[src/logic/llsm_defs.vh]
// constants for the load limit and status monitor
// What this block does
// - duty setting accepted only from 1 to 99 percent (0.01 to 0.99)
// - with dimming rate at DC, duty commands are invalid and ignored
// - a lower bound is never held above its matching upper bound
// - in current or resistance mode, current outside its bounds flags violation
// - in power or resistance mode, power outside its bounds flags violation
// - terminal voltage outside its bounds flags violation
// - a quantity inside its bounds inclusive raises no violation
// - during shorting test, voltage outside crowbar bounds flags violation
// - load state reads 0 off, 1 on
// - mode reads 0 current, 1 resistance, 2 voltage, 3 power, 4 LED
// - shorting status reads 0 active, 1 inactive
// - preset state reads 0 off, 1 on
// - sense accepts on, off, auto; reads 1 only for on
// - constant modes hold two levels; level reads 0 low, 1 high
// - dynamic state reads 0 dynamic, 1 static
// - wipe command zeroes both trip and fault registers, save bits whose event arrives in the same cycle
// - fault bits 0-3 channel one, 4 operation, 5 command error
// - pass/fail reads 1 with fail lamp lit while violation present
// - trip bits: 0 over-power, 1 over-temp, 2 over-voltage, 3 over-current
`ifndef LLSM_DEFS_VH
`define LLSM_DEFS_VH
`define LLSM_VW 16
`define LLSM_DUTY_MIN 7'h01
`define LLSM_DUTY_MAX 7'h63
`define LLSM_DUTY_RST 7'h32
`define LLSM_MODE_CC 3'h0
`define LLSM_MODE_CR 3'h1
`define LLSM_MODE_CV 3'h2
`define LLSM_MODE_CP 3'h3
`define LLSM_MODE_LED 3'h4
`define LLSM_SENSE_OFF 2'h0
`define LLSM_SENSE_ON 2'h1
`define LLSM_SENSE_AUTO 2'h2
`define LLSM_SEL_CUR 2'h0
`define LLSM_SEL_PWR 2'h1
`define LLSM_SEL_VLT 2'h2
`define LLSM_SEL_SHT 2'h3
`define LLSM_ERR_CH1_LSB 0
`define LLSM_ERR_OP_BIT 4
`define LLSM_ERR_CMD_BIT 5
`define LLSM_SAFEGUARD_TRIP_REGISTER_OPP_BIT 0
`define LLSM_SAFEGUARD_TRIP_REGISTER_OTP_BIT 1
`define LLSM_SAFEGUARD_TRIP_REGISTER_OVP_BIT 2
`define LLSM_SAFEGUARD_TRIP_REGISTER_OCP_BIT 3
`define LLSM_FAULT_RST 6'h00
`define LLSM_TRIP_RST 4'h0
`define LLSM_LOW_RST 16'h0000
`define LLSM_HIGH_RST 16'hFFFF
`endif

[src/logic/llsm_window.v]
// one limit pair with its out-of-window compare
`timescale 1ns/1ps
`default_nettype none
`include "llsm_defs.vh"
module llsm_window (
	input wire ref_clk,
	input wire rst,
	input wire ce,
	input wire wr_low,
	input wire wr_high,
	input wire [15:0] wr_data,
	input wire [15:0] meas,
	output reg [15:0] low_r,
	output reg [15:0] high_r,
	output reg outside_r
);
	always @(posedge ref_clk) begin
		if (rst) begin
			low_r <= `LLSM_LOW_RST;
			high_r <= `LLSM_HIGH_RST;
			outside_r <= 1'b0;
		end else if (ce) begin
			// an order that would cross the pair is dropped
			if (wr_low && wr_data <= high_r)
				low_r <= wr_data;
			if (wr_high && wr_data >= low_r)
				high_r <= wr_data;
			// bounds themselves count as inside
			outside_r <= (meas < low_r) || (meas > high_r);
		end
	end
endmodule // llsm_window
`default_nettype wire

[src/logic/llsm_sticky.v]
// sticky flag register, set beats clear
`timescale 1ns/1ps
`default_nettype none
module llsm_sticky #(
	parameter W = 6
) (
	input wire ref_clk,
	input wire rst,
	input wire ce,
	input wire clr,
	input wire [W-1:0] set,
	output reg [W-1:0] flags_r
);
	always @(posedge ref_clk) begin
		if (rst)
			flags_r <= {W{1'b0}};
		else if (ce)
			flags_r <= (clr ? {W{1'b0}} : flags_r) | set;
	end
endmodule // llsm_sticky
`default_nettype wire

[src/logic/llsm_monitor.v]
// load limit and status monitor top
`timescale 1ns/1ps
`default_nettype none
`include "llsm_defs.vh"
module llsm_monitor (
	input wire ref_clk,
	input wire rst,
	input wire ce,
	input wire [1:0] bound_sel,
	input wire bound_low_wr,
	input wire bound_high_wr,
	input wire [15:0] bound_data,
	input wire duty_wr,
	input wire [6:0] duty_data,
	input wire dimming_rate_dc,
	input wire [15:0] meas_current,
	input wire [15:0] meas_power,
	input wire [15:0] meas_voltage,
	input wire load_on_wr,
	input wire load_on_data,
	input wire mode_wr,
	input wire [2:0] mode_data,
	input wire short_wr,
	input wire short_data,
	input wire preset_wr,
	input wire preset_data,
	input wire sense_wr,
	input wire [1:0] sense_data,
	input wire level_wr,
	input wire level_data,
	input wire dyn_wr,
	input wire dyn_data,
	input wire flag_wipe_command,
	input wire [3:0] ch1_err_evt,
	input wire op_err_evt,
	input wire cmd_err_evt,
	input wire [3:0] trip_evt,
	output reg [6:0] duty_r,
	output reg duty_reject_r,
	output reg load_state_r,
	output reg [2:0] mode_state_r,
	output reg short_state_r,
	output reg preset_state_r,
	output reg sense_state_r,
	output reg [1:0] sense_setting_r,
	output reg level_state_r,
	output reg dyn_state_r,
	output reg limit_violation_flag,
	output reg fail_lamp_r,
	output wire [5:0] fault_flag_register,
	output wire [3:0] safeguard_trip_register,
	output wire [15:0] current_lower_bound,
	output wire [15:0] current_upper_bound,
	output wire [15:0] power_lower_bound,
	output wire [15:0] power_upper_bound,
	output wire [15:0] voltage_lower_bound,
	output wire [15:0] voltage_upper_bound,
	output wire [15:0] crowbar_volt_floor,
	output wire [15:0] crowbar_volt_ceiling
);
	wire cur_out;
	wire pwr_out;
	wire vlt_out;
	wire sht_out;
	wire shorting;
	wire cur_mode;
	wire pwr_mode;
	wire flag_nxt;
	wire [5:0] fault_set;

	function sel_hit;
		input [1:0] sel;
		input [1:0] want;
		sel_hit = (sel == want);
	endfunction

	llsm_window u_cur (
		.ref_clk(ref_clk),
		.rst(rst),
		.ce(ce),
		.wr_low(bound_low_wr & sel_hit(bound_sel, `LLSM_SEL_CUR)),
		.wr_high(bound_high_wr & sel_hit(bound_sel, `LLSM_SEL_CUR)),
		.wr_data(bound_data),
		.meas(meas_current),
		.low_r(current_lower_bound),
		.high_r(current_upper_bound),
		.outside_r(cur_out)
	);
	llsm_window u_pwr (
		.ref_clk(ref_clk),
		.rst(rst),
		.ce(ce),
		.wr_low(bound_low_wr & sel_hit(bound_sel, `LLSM_SEL_PWR)),
		.wr_high(bound_high_wr & sel_hit(bound_sel, `LLSM_SEL_PWR)),
		.wr_data(bound_data),
		.meas(meas_power),
		.low_r(power_lower_bound),
		.high_r(power_upper_bound),
		.outside_r(pwr_out)
	);
	llsm_window u_vlt (
		.ref_clk(ref_clk),
		.rst(rst),
		.ce(ce),
		.wr_low(bound_low_wr & sel_hit(bound_sel, `LLSM_SEL_VLT)),
		.wr_high(bound_high_wr & sel_hit(bound_sel, `LLSM_SEL_VLT)),
		.wr_data(bound_data),
		.meas(meas_voltage),
		.low_r(voltage_lower_bound),
		.high_r(voltage_upper_bound),
		.outside_r(vlt_out)
	);
	llsm_window u_sht (
		.ref_clk(ref_clk),
		.rst(rst),
		.ce(ce),
		.wr_low(bound_low_wr & sel_hit(bound_sel, `LLSM_SEL_SHT)),
		.wr_high(bound_high_wr & sel_hit(bound_sel, `LLSM_SEL_SHT)),
		.wr_data(bound_data),
		.meas(meas_voltage),
		.low_r(crowbar_volt_floor),
		.high_r(crowbar_volt_ceiling),
		.outside_r(sht_out)
	);

	// short status is stored as read back: 0 means the test runs
	assign shorting = ~short_state_r;
	assign cur_mode = (mode_state_r == `LLSM_MODE_CC) ||
		(mode_state_r == `LLSM_MODE_CR);
	assign pwr_mode = (mode_state_r == `LLSM_MODE_CP) ||
		(mode_state_r == `LLSM_MODE_CR);
	assign flag_nxt = (cur_mode & cur_out) |
		(pwr_mode & pwr_out) |
		vlt_out |
		(shorting & sht_out);

	assign fault_set = {cmd_err_evt, op_err_evt, ch1_err_evt};

	llsm_sticky #(.W(6)) u_fault (
		.ref_clk(ref_clk),
		.rst(rst),
		.ce(ce),
		.clr(flag_wipe_command),
		.set(fault_set),
		.flags_r(fault_flag_register)
	);
	llsm_sticky #(.W(4)) u_trip (
		.ref_clk(ref_clk),
		.rst(rst),
		.ce(ce),
		.clr(flag_wipe_command),
		.set(trip_evt),
		.flags_r(safeguard_trip_register)
	);

	always @(posedge ref_clk) begin
		if (rst) begin
			duty_r <= `LLSM_DUTY_RST;
			duty_reject_r <= 1'b0;
			load_state_r <= 1'b0;
			mode_state_r <= `LLSM_MODE_CC;
			short_state_r <= 1'b1;
			preset_state_r <= 1'b0;
			sense_state_r <= 1'b0;
			sense_setting_r <= `LLSM_SENSE_OFF;
			level_state_r <= 1'b0;
			dyn_state_r <= 1'b1;
			limit_violation_flag <= 1'b0;
			fail_lamp_r <= 1'b0;
		end else if (ce) begin
			duty_reject_r <= 1'b0;
			if (duty_wr) begin
				if (dimming_rate_dc)
					duty_reject_r <= 1'b1;
				else if (duty_data >= `LLSM_DUTY_MIN &&
					duty_data <= `LLSM_DUTY_MAX)
					duty_r <= duty_data;
				else
					duty_reject_r <= 1'b1;
			end
			if (load_on_wr)
				load_state_r <= load_on_data;
			// unknown mode codes are ignored
			if (mode_wr && mode_data <= `LLSM_MODE_LED)
				mode_state_r <= mode_data;
			if (short_wr)
				short_state_r <= ~short_data;
			if (preset_wr)
				preset_state_r <= preset_data;
			if (sense_wr && sense_data != 2'h3) begin
				sense_setting_r <= sense_data;
				sense_state_r <= (sense_data == `LLSM_SENSE_ON);
			end
			// LED mode has no two-level setpoint
			if (level_wr && mode_state_r != `LLSM_MODE_LED)
				level_state_r <= level_data;
			if (dyn_wr)
				dyn_state_r <= ~dyn_data;
			limit_violation_flag <= flag_nxt;
			fail_lamp_r <= flag_nxt;
		end
	end
endmodule // llsm_monitor
`default_nettype wire

[config.mk]
export PLATFORM = sky130hd
export DESIGN_NAME = llsm_monitor
export DESIGN_NICKNAME = d
export VERILOG_FILES = /design/src/logic/llsm_window.v /design/src/logic/llsm_sticky.v /design/src/logic/llsm_monitor.v
export VERILOG_INCLUDE_DIRS = /design/src /design/src/logic
export SDC_FILE = /design/constraint.sdc
export NUM_CORES = 1
export LEC_CHECK = 0
export BUFFER_PORTS_ARGS = -buffer_cell sky130_fd_sc_hd__buf_2
export CAP_MARGIN = 20
export CORE_MARGIN = 10
export CORE_UTILIZATION = 54
export DETAILED_ROUTE_END_ITERATION = 10
export GPL_ROUTABILITY_DRIVEN = 0
export HOLD_SLACK_MARGIN = 0.1
export PLACE_DENSITY = 0.85
export REMOVE_ABC_BUFFERS = 1
export SETUP_SLACK_MARGIN = 0.15
export SLEW_MARGIN = 40
export SYNTH_ARGS = -nofsm -noshare
export SYNTH_HDL_FRONTEND = slang
export SYNTH_SLANG_ARGS = --single-unit
[constraint.sdc]
create_clock -name ref_clk -period 6.15 [get_ports ref_clk]
set_input_delay 1.845 -clock ref_clk [delete_from_list [all_inputs] [get_ports ref_clk]]
set_output_delay 1.845 -clock ref_clk [all_outputs]
set_load 0.05 [all_outputs]
==> impl_metrics.py, run 1 <==
metrics = {
    "status": {
        "status": "finished clean",
    },
    "clock_network": {
        "cts_buffers": 17,
        "cts_resized": 0,
        "cts_tree": "built",
        "h-tree-depth": 4,
        "clk_pin_slew_ns": 0.07,
        "clock_path_buffers": 2,
        "post-cts-setup-buffer-count": 0,
        "cts_hold_buf": 0,
        "clk_latency_ns": 0.44,
        "cts.sinks": 162,
        "cts-root-buf": "clkbuf_16",
    },
    "worst_setup_path": {
        "arrival_ns": 4.58,
        "cp.required_ns": 6.52,
        "crit_chain": "buf_2 -> inv_1 -> ha_1 -> nand2b_1 -> a2111oi_2 -> nor4_1 -> o21a_1 -> o311ai_4 -> buf_4 -> mux2i_1",
        "crit_type": "in -> reg",
        "cpPeakStageDelay_ns": 0.58,
        "critPathMaxFanout": 10,
        "critPathLaunchType": "primary input",
        "cp-end-kind": "register",
        "slowest_stage": "o311ai_4",
        "reg2reg_to": "u_vlt.low_r[8]",
        "reg2reg_slack_ns": 3.21,
        "worstRegToRegCells": 8,
        "r2r-start": "u_vlt.high_r[14]",
        "crit_buf_inv": 3,
        "crit_family": "compound AO/OA/AOI/OAI gates",
    },
    "sta": {
        "max_freq_ghz": 0.238,
        "finClkSkew_ns": 0.0104,
        "finalSetupTns_ns": 0,
        "slew_headroom_pct": 42.7,
        "hold_violations": 0,
        "period_needed_ns": 4.21,
        "worst_pin_slew_ns": 0.859,
        "period_share_pct": 68.5,
        "finalSetupViolCount": 0,
        "maxSlewViolCount": 0,
        "rsz0062_at_grt": "no",
        "hold_ws_ns": 0.463,
    },
    "route": {
        "drt_first_pass_iters": 5,
        "first_iter_violations": 886,
        "vias": 11700,
        "drc": 0,
        "avgViaCountPerCell": 6.00,
        "routed_wl_um": 40000,
        "post_drt_wl_per_cell_um": 20.6,
        "postRouteAntennaNets": 0,
    },
    "die": {
        "die-area_um2": 28900,
        "die_x_um": 170,
        "core-area_um2": 22000,
        "io_pins": 267,
        "rows": 54,
        "initial_utilization_pct": 55.3,
        "fp.dieH_um": 170,
    },
    "global_route": {
        "grt_pass1_vias": 11600,
        "antenna_found_initial": 3,
        "grt_pass1_wl_um": 61000,
        "track_usage_pct": 26.6,
        "gr-total-overflow": 0,
        "grt_max_degree": 93,
    },
    "cells_and_area": {
        "syn_to_final_growth_pct": 16.9,
        "final_nets": 2011,
        "final_common_cell": "buf_2",
        "stdcell_area_um2": 14200,
        "drive_above_1_share_pct": 19.1,
        "finish.utilization_pct": 64.7,
        "final_cell_mix": "buf_2 (265), ha_1 (252), dfxtp_1 (162)",
    },
    "synthesis": {
        "synth.distinct_cells": 53,
        "synth-seq-cells": 162,
        "yosysWarnings": 0,
        "syn_area_um2": 12100,
        "async_flop_share_pct": 0,
        "seq_area_frac_synth_pct": 26.7,
        "ys.flop_type": "dfxtp_1",
        "synth_edf_count": 0,
        "avgSynthCellArea_um2": 8.63,
        "synth_cells": 1407,
    },
    "place": {
        "post_dp_cell_area_um2": 13700,
        "io_buffer_count": 266,
        "hpwlAfterDp_um": 30800,
    },
    "min_path": {
        "hold_path_depth": 1,
        "holdPathEnd": "sense_setting_r[0]",
        "hold_start": "sense_setting_r[0]",
        "min_path_type": "reg -> reg",
    },
    "power_and_ir_drop": {
        "power_density_nw_per_um2": 188,
        "p_leak_nw": 7.31,
        "peakVddDrop_mv": 0.178,
        "total_power_mw": 2.68,
    },
    "flow_run": {
        "maxCapViolations": 0,
    },
}
==> cells in the mapped netlist (2+ instances only) <==
cell type / number / area share [%]
nand4_1: 41 / 2.1
mux2i_1: 123 / 10
a2bb2oi_1: 3 / 0.22
a211o_1: 5 / 0.36
inv_1: 130 / 4.0
nand2_1: 84 / 2.6
buf_6: 2 / 0.19
and3_1: 3 / 0.15
o21ai_0: 51 / 2.1
a2111oi_0: 7 / 0.50
o21ai_1: 2 / 0.082
a31oi_4: 3 / 0.53
ha_1: 252 / 26
buf_4: 2 / 0.12
buf_2: 4 / 0.16
o21bai_1: 5 / 0.31
o211ai_1: 14 / 0.87
and4_1: 4 / 0.29
a32oi_1: 16 / 1.2
dfxtp_1: 162 / 27
a211oi_1: 12 / 0.74
nor2_1: 155 / 4.8
o21a_1: 8 / 0.49
buf_1: 3 / 0.093
nand3_1: 52 / 2.1
nor4_1: 8 / 0.41
nor4_4: 2 / 0.35
a22oi_1: 11 / 0.68
a21o_1: 24 / 1.5
or4_1: 2 / 0.12
buf_12: 2 / 0.33
nor3_1: 25 / 1.0
clkbuf_1: 35 / 1.1
a21oi_1: 103 / 4.2
nor2b_1: 11 / 0.57
nor3b_1: 16 / 0.99
nand2b_1: 9 / 0.46
==> registers in the layout, summed over array words and instances (netlist names), 2 cells and up <==
register / flops
u_pwr.high_r: 16
u_sht.low_r: 16
duty_r: 7
u_pwr.low_r: 16
sense_setting_r: 2
u_vlt.low_r: 16
u_trip.flags_r: 4
u_fault.flags_r: 6
u_cur.low_r: 16
u_vlt.high_r: 16
mode_state_r: 3
u_sht.high_r: 16
u_cur.high_r: 16
==> kinds of logic (layout without fill, tap and decap cells) <==
group,after synthesis,after routing,synth area share [%]
adder cells (fa/ha/maj),252,252,26.0
other,0,2,0
buffers and inverters,179,435,6.12
multiplexers,123,123,10.1
flip-flops,162,162,26.7
AND/OR/NAND/NOR,416,416,16.3
AO/OA/AOI/OAI,275,275,14.8
==> worst max-delay path by stage <==
stage	endpoint	cells after the start	from
2_1_floorplan	u_cur.low_r[0]	6	bound_data[14]
3_3_place_gp	u_pwr.high_r[10]	9	bound_data[0]
3_5_place_dp	u_pwr.high_r[8]	10	bound_data[0]
4_1_cts	u_pwr.high_r[14]	10	bound_data[0]
5_1_grt	u_pwr.high_r[14]	10	bound_data[0]
6_report	u_pwr.high_r[8]	10	bound_data[0]
==> worst reg2reg max path: cells and delay by family (launching register included) <==
| family | cells | cell delay, ns |
|---|---|---|
| AND/OR/NAND/NOR | 3 | 0.80 |
| AO/OA/AOI/OAI | 2 | 0.87 |
| adder cells (fa/ha/maj) | 1 | 0.32 |
| multiplexers | 1 | 0.29 |
| flip-flops | 1 | 0.42 |
| buffers and inverters | 1 | 0.10 |
==> final cells by class <==
type | instances | area, um^2
inverters | 130 | 488
fillers | 1813 | 7750
well taps | 280 | 350
clock inverters | 14 | 110
multi-input cells | 1066 | 8190
clock buffers | 17 | 425
repair buffers | 274 | 1400
flip-flops and latches | 162 | 3240
diodes | 2 | 5.00
==> where the power goes <==
part           internal [mW]  total [mW]  switching, mW
registers               1.08        1.10         0.0227
clock network          0.520        1.00          0.482
logic                  0.185       0.572          0.387
total                   1.78        2.68          0.892
==> through the flow <==
stage                     instances  worst slack [ns]
after global placement         1911              1.52
after detailed placement       1912              1.49
after global routing           1945              1.81
final                          1945              1.94
after CTS                      1943              1.95
after floorplan                1358              1.02
==> metal layers <==
layer	GRT usage [%]	up-vias	wire (um)
met5	0	-	7
met4	10.9	2	1540
met3	7.68	115	3900
met2	44.2	533	18600
met1	31.7	5437	15900
li1	-	5586	-
Power figures use the tool's default switching activity.
==> run 2, diff against run 1 <==
clock period = 4.3 ns   (was 6.15 ns; I/O delays follow)
==> run 2 against run 1 <==
Effect of this change:
- critical path depth shrank 1
- hold slack worse by 0.010 ns
- first-iteration DRC count grew 26%
- sequential share of layout area down 0.36 points
- power rose by 47%
- non-clock buffer count increased by 24
- die area unchanged
- via count up 1.5%
- sequential power is 44% higher
- routed wire length up 0.79%
- final area grew 1.6%
- critical path type unchanged
==> impl_metrics.py, run 2 (synthesis gave the netlist of run 1 again) <==
metrics = {
    "die": {
        "initial_utilization_pct": 55.3,
        "core-area_um2": 22000,
        "fp.dieH_um": 170,
        "die-area_um2": 28900,
        "rows": 54,
        "io_pins": 267,
        "die_x_um": 170,
    },
    "cells_and_area": {
        "drive_above_1_share_pct": 20.1,
        "fillers": 1760,
        "syn_to_final_growth_pct": 18.8,
        "finish.utilization_pct": 65.7,
        "final_nets": 2035,
        "final_cell_mix": "buf_2 (265), ha_1 (252), dfxtp_1 (162)",
        "final_common_cell": "buf_2",
        "stdcell_area_um2": 14400,
    },
    "clock_network": {
        "cts_buffers": 17,
        "post-cts-setup-buffer-count": 0,
        "cts.sinks": 162,
        "clock_path_buffers": 2,
        "h-tree-depth": 4,
        "clk_latency_ns": 0.44,
        "cts_resized": 0,
        "cts-root-buf": "clkbuf_16",
        "clk_pin_slew_ns": 0.06,
        "cts_tree": "built",
        "cts_hold_buf": 0,
    },
    "global_route": {
        "grt_pass1_vias": 12000,
        "grt_max_degree": 170,
        "track_usage_pct": 27.0,
        "antenna_found_initial": 3,
        "grt_pass1_wl_um": 62300,
        "gr-total-overflow": 0,
    },
    "sta": {
        "period_needed_ns": 3.62,
        "max_freq_ghz": 0.276,
        "slew_headroom_pct": 47.0,
        "setup_ws_ns": 0.683,
        "finalSetupViolCount": 0,
        "hold_violations": 0,
        "finClkSkew_ns": 0.00963,
        "finalSetupTns_ns": 0,
        "rsz0062_at_grt": "no",
        "period_share_pct": 84.1,
        "maxSlewViolCount": 0,
        "worst_pin_slew_ns": 0.795,
    },
    "power_and_ir_drop": {
        "power.internal_mw": 2.69,
        "p_leak_nw": 7.45,
        "peakVddDrop_mv": 0.251,
        "switchingPower_mw": 1.25,
        "power_frac_comb_pct": 21.1,
        "power_density_nw_per_um2": 273,
        "p_seq_share_pct": 39.9,
        "p_sw_share_pct": 31.7,
        "p_clk_share_pct": 39.0,
    },
    "worst_setup_path": {
        "critPathLaunchType": "primary input",
        "arrival_ns": 3.98,
        "critPathMaxFanout": 7,
        "cp.required_ns": 4.66,
        "crit_type": "in -> reg",
        "cp-end-kind": "register",
    },
    "flow_run": {
        "maxCapViolations": 0,
    },
    "route": {
        "vias": 11900,
        "drt_first_pass_iters": 5,
        "post_drt_wl_per_cell_um": 20.5,
        "avgViaCountPerCell": 6.02,
        "routed_wl_um": 40300,
        "postRouteAntennaNets": 0,
        "first_iter_violations": 1113,
        "drc": 0,
    },
    "place": {
        "dp_slack_ns": 0.149,
        "hpwlAfterDp_um": 31800,
        "post_dp_cell_area_um2": 13800,
        "io_buffer_count": 266,
    },
    "status": {
        "status": "finished clean",
    },
    "min_path": {
        "min_path_type": "reg -> reg",
    },
}
-- run 2: cell types whose count changed in the layout (fill, tap and decap cells not counted), sizes merged --
cell	change
buf	+24
bufinv	+2
clkbuf	+3
clkinv	+2
clkinvlp	-3
inv	-3
-- run 2: path summary, 6_finish.rpt --
kind,from,slack (ns),cells after the start,end
max,bound_data[11],0.68,9,u_vlt.high_r[1]
min,preset_state_r,0.45,2,preset_state_r
max reg2reg,u_vlt.low_r[11],1.21,9,u_vlt.high_r[1]
min reg2reg,preset_state_r,0.45,2,preset_state_r
-- run 2: worst max-delay path, cell delays in order --
cell and delay [ns]:
buf_2 0.12, ha_1 0.32, nand4_1 0.29, a2111oi_1 0.67
nor4_1 0.18, nor4_4 0.47, buf_4 0.25, buf_4 0.19
mux2i_1 0.19
-- run 2: layer usage --
metal | GRT usage (%) | vias to the layer above | part of all wire, % | wire length, um
met5 | 0 | - | 0.017 | 7
met4 | 12.0 | 2 | 4.6 | 1850
met3 | 6.92 | 128 | 9.7 | 3910
met2 | 45.2 | 545 | 46 | 18600
met1 | 32.1 | 5553 | 40 | 16000
li1 | - | 5625 | - | -
-- run 2: per-stage QoR --
step | total power [mW] | hold WS (ns) | cells
floorplan | 2.09 | 0.426 | 1358
global placement | 2.39 | 0.439 | 1934
detailed placement | 2.43 | 0.444 | 1936
CTS | 3.94 | 0.453 | 1968
global route | 4.09 | 0.491 | 1970
finish | 3.95 | 0.453 | 1970
-- run 2: layout make-up --
type,count,area (um^2),area share [%]
clock buffers,20,447,3.09
inverters,130,488,3.38
well taps,280,350,2.43
diodes,2,5.00,0.0347
clock inverters,12,133,0.919
repair buffers,298,1590,11.0
multi-input cells,1066,8180,56.7
flip-flops and latches,162,3240,22.5
-- run 2: power groups by stage --
stage / Combinational, mW / Clock [mW] / Sequential, mW
detailed placement: 0.816 / 0 / 1.61
global route: 0.910 / 1.60 / 1.58
finish: 0.832 / 1.54 / 1.58
global placement: 0.783 / 0 / 1.61
CTS: 0.821 / 1.54 / 1.58
floorplan: 0.350 / 0 / 1.74
==> run 3, diff against run 2 <==
ABC_AREA = 1   (was default)
clock period = 3.7 ns   (was 4.3 ns; I/O delays follow)
==> run 3 against run 2 <==
Effect of this change:
- non-clock buffer count down 19
- routed wire length grew 2.6%
- hold slack better by 0.0092 ns
- register-to-register slack improved by 0.23 ns
- critical endpoint is now u_pwr.high_r[12]
- largest cell class unchanged
- largest power group unchanged
==> impl_metrics.py, run 3 <==
metrics = {
    "sta": {
        "finalSetupViolCount": 0,
        "worst_pin_slew_ns": 0.810,
        "max_freq_ghz": 0.338,
        "rsz0062_at_grt": "no",
        "period_needed_ns": 2.96,
        "slew_headroom_pct": 45.9,
        "finClkSkew_ns": 0.00910,
        "maxSlewViolCount": 0,
        "setup_ws_ns": 0.745,
        "finalSetupTns_ns": 0,
        "hold_violations": 0,
        "period_share_pct": 79.9,
    },
    "worst_setup_path": {
        "critPathLaunchType": "primary input",
        "cp-end-kind": "register",
        "reg2reg_slack_ns": 1.44,
        "crit_type": "in -> reg",
        "crit_family": "simple AND/OR/NAND/NOR gates",
        "cpPeakStageDelay_ns": 0.39,
        "critPathMaxFanout": 17,
        "crit_cells": 14,
        "arrival_ns": 3.27,
        "cp-endpoint": "u_pwr.high_r[12]",
        "reg2reg_to": "u_pwr.low_r[5]",
        "crit_path_frequent_cell": "nand2_1",
        "crit_buf_inv": 2,
        "slowest_stage": "ha_1",
        "worstRegToRegCells": 11,
        "crit_start": "bound_data[0]",
        "cp.required_ns": 4.01,
        "r2r-start": "u_pwr.high_r[13]",
        "crit_chain": "buf_2 -> inv_1 -> ha_1 -> nand2_1 -> nand3b_1 -> nand2_1 -> nand2_1 -> nand2_1 -> nand2_1 -> nand2_1 -> nand2_2 -> nand2_2 -> nand2_1 -> nand3_1",
    },
    "route": {
        "drt_first_pass_iters": 7,
        "first_iter_violations": 991,
        "avgViaCountPerCell": 5.59,
        "post_drt_wl_per_cell_um": 17.6,
        "routed_wl_um": 41400,
        "postRouteAntennaNets": 0,
        "vias": 13100,
        "drc": 0,
    },
    "die": {
        "die_x_um": 173,
        "initial_utilization_pct": 55.5,
        "rows": 55,
        "io_pins": 267,
        "fp.dieH_um": 173,
        "die-area_um2": 30000,
        "core-area_um2": 22800,
    },
    "clock_network": {
        "cts.sinks": 162,
        "cts_buffers": 17,
        "cts_hold_buf": 0,
        "clk_latency_ns": 0.44,
        "cts_tree": "built",
        "clk_pin_slew_ns": 0.07,
        "cts_resized": 0,
        "cts-root-buf": "clkbuf_16",
        "clock_path_buffers": 2,
        "post-cts-setup-buffer-count": 0,
        "h-tree-depth": 4,
    },
    "power_and_ir_drop": {
        "p_sw_share_pct": 34.1,
        "power_frac_comb_pct": 24.9,
        "power_density_nw_per_um2": 337,
        "switchingPower_mw": 1.70,
        "p_clk_share_pct": 37.5,
        "p_seq_share_pct": 37.6,
        "p_leak_nw": 8.11,
        "power.internal_mw": 3.28,
        "peakVddDrop_mv": 0.267,
        "total_power_mw": 4.98,
    },
    "synthesis": {
        "yosys-top-cells-count": "nand2_1 (391), ha_1 (252), inv_1 (219)",
        "muxShareOfSynthArea_pct": 0,
        "yosys.area_share.adder_pct": 24.9,
        "synth-seq-cells": 162,
        "async_flop_share_pct": 0,
        "yosys.area.top_type": "dfxtp_1",
        "seq_area_frac_synth_pct": 25.6,
        "synthTopCellsByArea": "dfxtp_1 (26%), ha_1 (25%), nand2_1 (12%)",
        "synth.distinct_cells": 34,
        "yosysWarnings": 0,
        "syn_area_um2": 12700,
        "yosys.area.top_type_share_pct": 25.6,
        "synth_cells": 1781,
        "avgSynthCellArea_um2": 7.12,
        "synth_xor_area_share_pct": 0,
        "synth_compound_area_share_pct": 10.8,
        "synth_top_family_by_area": "simple AND/OR/NAND/NOR gates",
        "synth_edf_count": 0,
        "yosys.area_share.simple_pct": 29.5,
        "yosysMostFrequentCell": "nand2_1",
        "ys.flop_type": "dfxtp_1",
    },
    "cells_and_area": {
        "num_antenna_cells": 0,
        "final_cell_mix": "nand2_1 (391), buf_2 (266), ha_1 (252)",
        "syn_to_final_growth_pct": 16.5,
        "drive_above_1_share_pct": 18.2,
        "fillers": 2015,
        "final_nets": 2382,
        "final_common_cell": "nand2_1",
        "finish.utilization_pct": 64.6,
        "fin_cells": 2347,
    },
    "global_route": {
        "grt_max_degree": 53,
        "grt_pass1_wl_um": 66400,
        "track_usage_pct": 26.9,
        "gr-total-overflow": 0,
        "antenna_found_initial": 0,
        "grt_pass1_vias": 13100,
    },
    "place": {
        "hpwlAfterDp_um": 32700,
        "io_buffer_count": 266,
        "dp_slack_ns": 0.355,
        "placed_cells": 2316,
    },
    "flow_run": {
        "maxCapViolations": 0,
    },
    "min_path": {
        "hold_path_depth": 2,
        "min_path_type": "reg -> reg",
    },
    "status": {
        "status": "finished clean",
    },
}
-- run 3: kinds of logic after synthesis --
family | after synthesis
AO/OA/AOI/OAI | 256
adder cells (fa/ha/maj) | 252
flip-flops | 162
buffers and inverters | 278
AND/OR/NAND/NOR | 833
-- run 3: power groups by stage --
stage               Clock, mW  Sequential (mW)  Combinational [mW]
floorplan                   0             2.13               0.594
global placement            0             1.91                1.17
detailed placement          0             1.91                1.22
CTS                      1.87             1.87                1.23
global route             1.94             1.88                1.37
finish                   1.86             1.87                1.24
-- run 3: final cells by class --
| class | count | area, um^2 | area share (%) |
|---|---|---|---|
| Multi-Input combinational cell | 1341 | 8260 | 55.9 |
| Sequential cell | 162 | 3240 | 22.0 |
| Timing Repair Buffer | 279 | 1440 | 9.76 |
| Inverter | 221 | 832 | 5.64 |
| Clock buffer | 20 | 447 | 3.03 |
| Tap cell | 313 | 392 | 2.65 |
| Clock inverter | 11 | 154 | 1.04 |
-- run 3: worst min path at each step --
stage,start,to,slack [ns]
final,preset_state_r,preset_state_r,0.46
after global routing,sense_setting_r[0],sense_setting_r[0],0.48
after CTS,u_fault.flags_r[5],u_fault.flags_r[5],0.46
after detailed placement,u_fault.flags_r[5],u_fault.flags_r[5],0.45
after global placement,load_state_r,load_state_r,0.44
after floorplan,u_vlt.outside_r,u_vlt.outside_r,0.50
-- run 3: worst min-delay path, delay by kind of cell, from the launching register on --
family / cells / cell delay [ns]
AND/OR/NAND/NOR: 1 / 0.06
AO/OA/AOI/OAI: 1 / 0.05
flip-flops: 1 / 0.31
-- run 3: routing by layer --
metal	vias to the layer above	global-route usage (%)	share of wire, %
li1	6400	-	-
met5	-	0	0
met1	6088	31.1	40
met2	526	46.9	49
met3	117	5.23	7.4
met4	0	12.1	3.9
-- run 3: stage by stage --
stage | hold WS, ns | cell area (um^2)
finish | 0.462 | 14800
global route | 0.484 | 14800
CTS | 0.461 | 14800
detailed placement | 0.451 | 14200
global placement | 0.444 | 14200
floorplan | 0.501 | 12300
